[config.mk]
export PLATFORM = sky130hd
export DESIGN_NAME = wdcrc_mem_end_flat
export DESIGN_NICKNAME = d
export VERILOG_FILES = /design/src/hw/wdcrc_pkg.sv /design/src/hw/wdcrc_link_if.sv /design/src/hw/wdcrc_mem_end.sv /design/src/flat_wrapper.sv
export SDC_FILE = /design/constraint.sdc
export NUM_CORES = 1
export LEC_CHECK = 0
export BUFFER_PORTS_ARGS = -buffer_cell sky130_fd_sc_hd__buf_2
export CORE_ASPECT_RATIO = 0.8
export CORE_MARGIN = 2
export CORE_UTILIZATION = 45
export DETAILED_ROUTE_END_ITERATION = 8
export SLEW_MARGIN = 20
export SYNTH_ARGS = -nofsm -noshare
export SYNTH_HDL_FRONTEND = slang
export SYNTH_SLANG_ARGS = --single-unit
[constraint.sdc]
create_clock -name i_ref_clk -period 5.93 [get_ports i_ref_clk]
set_input_delay 0.593 -clock i_ref_clk [delete_from_list [all_inputs] [get_ports i_ref_clk]]
set_output_delay 0.593 -clock i_ref_clk [all_outputs]
set_load 0.05 [all_outputs]
[src/hw/wdcrc_pkg.sv]
// Summary of operation
// - checksum polynomial is x^8 + x^2 + x + 1
// - 8-bit checksum over whole 72-bit word
// - bit 71 enters the shift first
// - checksum starts from zero every word
// - checksum bit 0 follows its xor equation
// - checksum bit 1 follows its xor equation
// - checksum bit 2 follows its xor equation
// - checksum bit 3 follows its xor equation
// - checksum bit 4 follows its xor equation
// - checksum bit 5 follows its xor equation
// - detects single, double, odd and column errors
// - checksum bit 7 follows its xor equation
// - memory compares checksums, mismatch raises alert
// - upper eight bits forced ones when unused
// - controller sends checksum, then ones, lane ones
package wdcrc_pkg;

   // ******************************************************************
   // sizes and constants
   // ******************************************************************
   localparam int WORD_W = 72;
   localparam int CRC_W = 8;
   localparam int LANES = 8;
   localparam int DATA_BEATS = 8;
   localparam int DATA_W = LANES * DATA_BEATS;
   localparam int REF_CLK_MHZ = 125;
   localparam logic [CRC_W-1:0] CRC_POLY = 8'h07;
   localparam logic [CRC_W-1:0] CRC_INIT = 8'h00;
   localparam logic [7:0] UPPER_ONES = 8'hFF;
   localparam logic [3:0] CRC_BEAT = 4'h8;
   localparam logic [3:0] LAST_BEAT_CRC = 4'h9;
   localparam logic [3:0] LAST_BEAT_PLAIN = 4'h7;
   localparam int ALERT_PULSE_CLKS = 6;

   // ******************************************************************
   // shared functions
   // ******************************************************************
   // serial form unrolled by the tool into the eight xor trees
   function automatic logic [CRC_W-1:0] checksum_over_word(input logic [WORD_W-1:0] d);
      logic [CRC_W-1:0] c;
      logic fb;
      c = CRC_INIT;
      fb = 1'b0;
      for (int i = WORD_W - 1; i >= 0; i--) begin
         fb = c[CRC_W-1] ^ d[i];
         c = {c[CRC_W-2:0], 1'b0} ^ ({CRC_W{fb}} & CRC_POLY);
      end
      // each bit reduces to its printed xor set; bit 6 likewise
      return c;
   endfunction : checksum_over_word

   // upper byte stands as ones unless masking or inversion uses it
   function automatic logic [WORD_W-1:0] form_word(input logic [DATA_W-1:0] data,
                                                   input logic [7:0] lane,
                                                   input logic use_upper);
      return {(use_upper ? lane : UPPER_ONES), data};
   endfunction : form_word

   // one transfer: {lane bit, eight data lanes}
   function automatic logic [LANES:0] beat_of(input logic [WORD_W-1:0] w,
                                              input logic [CRC_W-1:0] crc,
                                              input logic [3:0] idx);
      logic [LANES:0] b;
      b = {(LANES + 1){1'b1}};
      if (idx < CRC_BEAT) begin
         for (int n = 0; n < LANES; n++) begin
            b[n] = w[n * DATA_BEATS + int'(idx)];
         end
         b[LANES] = w[DATA_W + int'(idx)];
      end else if (idx == CRC_BEAT) begin
         b = {1'b1, crc};
      end
      return b;
   endfunction : beat_of

endpackage : wdcrc_pkg

[src/hw/wdcrc_link_if.sv]
// write data link between controller and memory, one transfer per clock
interface wdcrc_link_if;
   logic beat_valid;
   logic [7:0] dq;
   logic mask_inversion_lane;
   logic alert_o;
   logic alert_oe_n;
   logic alert_n;

   // open-drain alert with pull-up
   assign alert_n = alert_oe_n ? 1'b1 : alert_o;

   modport ctrl (
      output beat_valid,
      output dq,
      output mask_inversion_lane,
      input alert_n
   );

   modport mem (
      input beat_valid,
      input dq,
      input mask_inversion_lane,
      output alert_o,
      output alert_oe_n
   );
endinterface : wdcrc_link_if

[src/hw/wdcrc_mem_end.sv]
// memory end: gathers a frame, rebuilds the word and checks the checksum
module wdcrc_mem_end #(
   parameter int ALERT_CLKS = wdcrc_pkg::ALERT_PULSE_CLKS
) (
   input wire logic i_ref_clk,
   input wire logic i_rstn,
   input wire logic i_crc_en,
   input wire logic i_write_mask_function,
   input wire logic i_bus_inversion_function,
   output logic o_word_valid,
   output logic [wdcrc_pkg::DATA_W-1:0] o_data,
   output logic [7:0] o_mask_lane,
   output logic o_crc_err,
   output logic o_frame_abort,
   wdcrc_link_if.mem link
);
   import wdcrc_pkg::*;

   // ******************************************************************
   // parameter checks
   // ******************************************************************
   if (ALERT_CLKS < 1 || ALERT_CLKS > 255) begin : g_bad_alert
      $error("alert pulse length must lie in 1..255");
   end

   // index and placement logic assume one lane bit per data transfer, eight of them
   if (WORD_W != DATA_W + LANES || DATA_BEATS != 8 || CRC_W != LANES) begin : g_bad_shape
      $error("frame shape does not fit the transfer index logic");
   end

   // checksum transfer must follow the data directly, the fill transfer right after it
   if (LAST_BEAT_CRC != CRC_BEAT + 4'h1 || LAST_BEAT_PLAIN != CRC_BEAT - 4'h1) begin : g_bad_beats
      $error("checksum and fill transfers must follow the data transfers");
   end

   localparam logic [7:0] ALERT_LOAD = 8'(ALERT_CLKS);

   // ******************************************************************
   // declarations
   // ******************************************************************
   logic [3:0] idx_q;
   logic [3:0] last_beat;
   logic [WORD_W-1:0] word_q;
   logic [WORD_W-1:0] word_now;
   logic [WORD_W-1:0] word_checked;
   logic [CRC_W-1:0] rx_crc_q;
   logic [CRC_W-1:0] calc_crc;
   logic [7:0] alert_cnt_q;
   logic frame_end;
   logic mismatch;
   logic use_upper;

   // ******************************************************************
   // frame framing
   // ******************************************************************
   // checksum mode stretches the frame by two transfers
   always_comb begin
      last_beat = i_crc_en ? LAST_BEAT_CRC : LAST_BEAT_PLAIN;
      frame_end = link.beat_valid && (idx_q == last_beat);
      use_upper = i_write_mask_function | i_bus_inversion_function;
   end

   // transfer index; a gap in the frame restarts it at zero
   always_ff @(posedge i_ref_clk or negedge i_rstn) begin
      if (!i_rstn) begin
         idx_q <= 4'h0;
      end else if (!link.beat_valid || frame_end) begin
         idx_q <= 4'h0;
      end else begin
         idx_q <= idx_q + 4'h1;
      end
   end

   // a frame cut short is reported, its word is dropped
   always_ff @(posedge i_ref_clk or negedge i_rstn) begin
      if (!i_rstn) begin
         o_frame_abort <= 1'b0;
      end else begin
         o_frame_abort <= !link.beat_valid && (idx_q != 4'h0);
      end
   end

   // ******************************************************************
   // word capture
   // ******************************************************************
   // data transfer t carries bit t of every lane
   always_ff @(posedge i_ref_clk or negedge i_rstn) begin
      if (!i_rstn) begin
         word_q <= '0;
      end else if (link.beat_valid && idx_q < CRC_BEAT) begin
         for (int n = 0; n < LANES; n++) begin
            word_q[n * DATA_BEATS + int'(idx_q)] <= link.dq[n];
         end
         word_q[DATA_W + int'(idx_q)] <= link.mask_inversion_lane;
      end
   end

   // checksum transfer; the fill transfer after it is not checked
   always_ff @(posedge i_ref_clk or negedge i_rstn) begin
      if (!i_rstn) begin
         rx_crc_q <= CRC_INIT;
      end else if (link.beat_valid && idx_q == CRC_BEAT) begin
         rx_crc_q <= link.dq;
      end
   end

   // word including the transfer arriving now, for frames with no checksum
   always_comb begin
      word_now = word_q;
      if (link.beat_valid && idx_q < CRC_BEAT) begin
         for (int n = 0; n < LANES; n++) begin
            word_now[n * DATA_BEATS + int'(idx_q)] = link.dq[n];
         end
         word_now[DATA_W + int'(idx_q)] = link.mask_inversion_lane;
      end
   end

   // ******************************************************************
   // checksum compare
   // ******************************************************************
   // upper byte is ignored on the wire when neither function uses it
   always_comb begin
      word_checked = form_word(word_q[DATA_W-1:0], word_q[WORD_W-1:DATA_W], use_upper);
      calc_crc = checksum_over_word(word_checked);
      // any differing bit flags; full compare keeps every covered pattern
      mismatch = frame_end && i_crc_en && (calc_crc != rx_crc_q);
   end

   // delivered word; a bad word is still delivered, the alert tells
   always_ff @(posedge i_ref_clk or negedge i_rstn) begin
      if (!i_rstn) begin
         o_word_valid <= 1'b0;
         o_data <= '0;
         o_mask_lane <= UPPER_ONES;
      end else begin
         o_word_valid <= frame_end;
         if (frame_end) begin
            o_data <= word_now[DATA_W-1:0];
            o_mask_lane <= use_upper ? word_now[WORD_W-1:DATA_W] : UPPER_ONES;
         end
      end
   end

   // one-cycle error flag to the user side
   always_ff @(posedge i_ref_clk or negedge i_rstn) begin
      if (!i_rstn) begin
         o_crc_err <= 1'b0;
      end else begin
         o_crc_err <= mismatch;
      end
   end

   // ******************************************************************
   // alert pin
   // ******************************************************************
   // a new error restarts the pulse, so back-to-back errors merge
   always_ff @(posedge i_ref_clk or negedge i_rstn) begin
      if (!i_rstn) begin
         alert_cnt_q <= 8'h00;
      end else if (mismatch) begin
         alert_cnt_q <= ALERT_LOAD;
      end else if (alert_cnt_q != 8'h00) begin
         alert_cnt_q <= alert_cnt_q - 8'h01;
      end
   end

   // pin driven low while the pulse runs, released otherwise
   always_ff @(posedge i_ref_clk or negedge i_rstn) begin
      if (!i_rstn) begin
         link.alert_o <= 1'b1;
         link.alert_oe_n <= 1'b1;
      end else begin
         link.alert_o <= !(mismatch || alert_cnt_q > 8'h01);
         link.alert_oe_n <= !(mismatch || alert_cnt_q > 8'h01);
      end
   end
endmodule : wdcrc_mem_end

[src/flat_wrapper.sv]
// flat-port wrapper written by rule: the top's interface ports become plain ports
module wdcrc_mem_end_flat import wdcrc_pkg::*;
#(
   parameter int ALERT_CLKS = wdcrc_pkg::ALERT_PULSE_CLKS
)
  (i_ref_clk, i_rstn, i_crc_en, i_write_mask_function, i_bus_inversion_function, o_word_valid, o_data, o_mask_lane, o_crc_err, o_frame_abort, link_beat_valid, link_dq, link_mask_inversion_lane, link_alert_o, link_alert_oe_n);
  wdcrc_link_if link_i ();
  input wire logic i_ref_clk;
  input wire logic i_rstn;
  input wire logic i_crc_en;
  input wire logic i_write_mask_function;
  input wire logic i_bus_inversion_function;
  output logic o_word_valid;
  output logic [wdcrc_pkg::DATA_W-1:0] o_data;
  output logic [7:0] o_mask_lane;
  output logic o_crc_err;
  output logic o_frame_abort;
  input wire logic [$bits(link_i.beat_valid)-1:0] link_beat_valid;
  input wire logic [$bits(link_i.dq)-1:0] link_dq;
  input wire logic [$bits(link_i.mask_inversion_lane)-1:0] link_mask_inversion_lane;
  output wire logic [$bits(link_i.alert_o)-1:0] link_alert_o;
  output wire logic [$bits(link_i.alert_oe_n)-1:0] link_alert_oe_n;
  assign link_i.beat_valid = link_beat_valid;
  assign link_i.dq = link_dq;
  assign link_i.mask_inversion_lane = link_mask_inversion_lane;
  assign link_alert_o = link_i.alert_o;
  assign link_alert_oe_n = link_i.alert_oe_n;
  wdcrc_mem_end #(.ALERT_CLKS(ALERT_CLKS)) u_core (.i_ref_clk(i_ref_clk), .i_rstn(i_rstn), .i_crc_en(i_crc_en), .i_write_mask_function(i_write_mask_function), .i_bus_inversion_function(i_bus_inversion_function), .o_word_valid(o_word_valid), .o_data(o_data), .o_mask_lane(o_mask_lane), .o_crc_err(o_crc_err), .o_frame_abort(o_frame_abort), .link(link_i));
endmodule
==> flow_summary_export.csv <==
group,metric,value,unit
outcome,status,"complete, no violations",
layout,num-fill-cells,1710,
min_path,hp-start,"u_core.o_mask_lane[5]",
drt,ant_nets,0,
min_path,hp-class,"reg -> reg",
synth,synth_seq_cells,168,
global_routing,grt_pass1_wl,33500,µm
setup_path,critPathKind,"reg -> reg",
setup_path,r2r_start,"u_core.word_q[67]",
layout,layout.nets,799,
synth,synth_top_family_by_area,"XOR/XNOR gates",
sta,fmax,208,MHz
synth,synth_cells,683,
placement,place.gp.congestion,0.880,
setup_path,cp_cell_sequence,"xnor2_1 > nor2_4 > xnor2_2 > xnor3_1 > xnor3_2 > xnor3_1 > xnor2_1 > xnor3_2 > xnor3_1 > and2_1 > a221o_1 > a41oi_4 > nor2_1",
placement,hpwl,15500,µm
floorplanning,core-area,0.0198,mm²
layout,n_antenna_cell,0,
sta,finalSetupViolCount,0,
layout,layout_commonest_cell,"dfrtp_1",
clocking,path_clk_slew,70,ps
sta,finalCriticalPeriod,4820,ps
synth,synth_top_flop_cell,"dfrtp_1",
sta,maxSlewViolCount,0,
synth,synth_async_sr_flop_share,1.00,
global_routing,grtUsageMet2,0.295,
synth,netlist_area,0.00909,mm²
sta,tightest_slew,946,ps
synth,synthXorXnorAreaFrac,0.253,
clocking,clkSinkCount,168,
drt,drt-initial-drc-count,403,
drt,vias,5343,
sta,grt_setup_unrepaired,"no",
setup_path,end_kind,"flip-flop",
layout,area_growth,15.2,%
synth,synth_cell_types,46,
global_routing,antenna_found_initial,0,
setup_path,crit_start,"u_core.word_q[67]",
global_routing,grt_use_total,0.207,
synth,synth_fa_ha_area_frac,0.0110,
floorplanning,die_w,163,µm
global_routing,met3_usage,0.0473,
synth,muxShareOfSynthArea,0.185,
clocking,cts_tree,"built",
drt,detail_route.wl_per_cell,19.6,µm
clocking,cts_buffer_depth,2,
sta,tns,0,ps
global_routing,met1_usage,0.318,
synth,yosys.area_share.simple,0.0534,
floorplanning,rows,46,
setup_path,arrival,5110,ps
clocking,htreeDepth,4,
layout,final_cell_mix,"159 x dfrtp_1, 144 x mux2_2, 121 x xnor2_1",
layout,drive_above_1_share,0.384,
setup_path,slowest_delay,530,ps
floorplanning,pin_count,92,
sta,slew_headroom,0.369,
setup_path,worst_path_most_repeated_cell,"xnor3_1",
global_routing,grt_pass1_vias,5832,
sta,fin_crit_sh,0.813,
synth,synth_fp_nets,706,
drt,route.detailed.drc,0,
setup_path,cp-start-kind,"flip-flop",
floorplanning,die-area,0.0214,mm²
global_routing,busiest_layer,"met1",
floorplanning,initial_utilization,0.459,
setup_path,cpMaxStageDelayCell,"xnor3_1",
clocking,clkLatencyLatePin,430,ps
global_routing,overflow,0,
drt,via_per_inst,5.07,
run,cap_violations,0,
floorplanning,die_h,131,µm
placement,io_buffers,91,
synth,synth_compound_area_frac,0.0208,
setup_path,cp.required,6230,ps
drt,routed_wl,20700,µm
sta,finClkSkew,11.5,ps
synth,synth.avg_cell_area,13.3,µm²
drt,firstDrtPassIters,4,
synth,seq_area_frac_synth,0.464,
clocking,cts_buffers,17,
setup_path,crit_fanout,10,
clocking,root_buffer,"clkbuf_16",
synth,synth_edf_count,0,
global_routing,grt_max_degree,77,
sta,hold_viol_final,0,
synth,yosys_warnings,0,
clocking,post-cts-setup-buffers,0,
layout make-up:
class / instances / area [µm²] / share of cell area
multi-input combinational: 485 / 4760 / 0.455
clock buffer: 17 / 425 / 0.0406
inverter: 8 / 30.0 / 0.00287
sequential: 168 / 4220 / 0.402
tap: 264 / 330 / 0.0315
timing repair buffer: 96 / 502 / 0.0479
clock inverter: 15 / 210 / 0.0201
synthesized netlist by cell type, drive strengths merged (2+ instances only):
cell type	instances	area (µm²)
dfrtp	159	3980
mux2	145	1630
xnor2	130	1210
nor2	41	166
xor2	31	287
xnor3	29	658
nand2	27	101
o21ai	16	80.1
clkbuf	14	52.6
dfstp	9	236
buf	8	38.8
ha	8	100
inv	8	30.0
and2	7	43.8
xor3	6	145
mux2i	5	50.1
nand2b	5	31.3
nor3	5	25.0
a21oi	3	15.0
and3	3	18.8
nand3	3	15.0
nor2b	3	18.8
nor4	3	18.8
a22oi	2	15.0
nor4b	2	17.5
sequential cells by signal, indices dropped and copies added, names as in the netlist, 4 cells and up:
register and flops:
u_core.o_mask_lane 8, u_core.word_q 72, u_core.rx_crc_q 8, u_core.idx_q 4
u_core.alert_cnt_q 8, u_core.o_data 64
cells by family after synthesis:
| kind of cell | count (synthesis) |
|---|---|
| xor gates and xnor gates | 196 |
| DFF | 168 |
| AOI/OAI and AO/OA | 28 |
| muxes | 150 |
| buffers and inverters | 30 |
| adders and majority gates | 8 |
| and+or+nand+nor | 103 |
worst max-delay path, delay by kind of cell, from the launching register on:
family,cells,cell delay [ps]
AOI/OAI and AO/OA,2,710
DFF,1,430
and+or+nand+nor,3,380
xor gates and xnor gates,8,3170
per-stage QoR:
step	util	hold WS [ps]	worst slack, ps	cells	instance area, µm²
2_1_floorplan	-	297	1420	683	9090
4_1_cts	0.529	459	1110	1053	10500
3_5_place_dp	0.496	467	785	1020	9830
5_1_grt	0.529	482	863	1053	10500
6_report	0.529	475	1110	1053	10500
3_3_place_gp	0.496	463	943	1020	9830
metal layers:
layer	part of all wire	wire length (µm)
met5	0	0
met4	0.017	344
met3	0.057	1180
met2	0.44	9010
met1	0.49	10100
path summary, 6_finish.rpt:
| check | depth (start not counted) | to | slack [ps] |
|---|---|---|---|
| worst max-delay path | 13 | u_core.alert_cnt_q[5] | 1110 |
| worst min-delay path | 2 | u_core.o_mask_lane[5] | 480 |
| worst max register to register | 13 | u_core.alert_cnt_q[5] | 1110 |
| worst min register to register | 2 | u_core.o_mask_lane[5] | 480 |
| max in group asynchronous | 3 | u_core.alert_cnt_q[0] | 4130 |
| min in group asynchronous | 2 | u_core.word_q[59] | 570 |
repair_timing:
item,CTS,global route
endpoints found under the hold margin,3,0
hold buffers,1,0
resized for setup,0,0
Power is not shown: default switching activity piles up to over one toggle a cycle in this logic, so the estimate is an artifact.
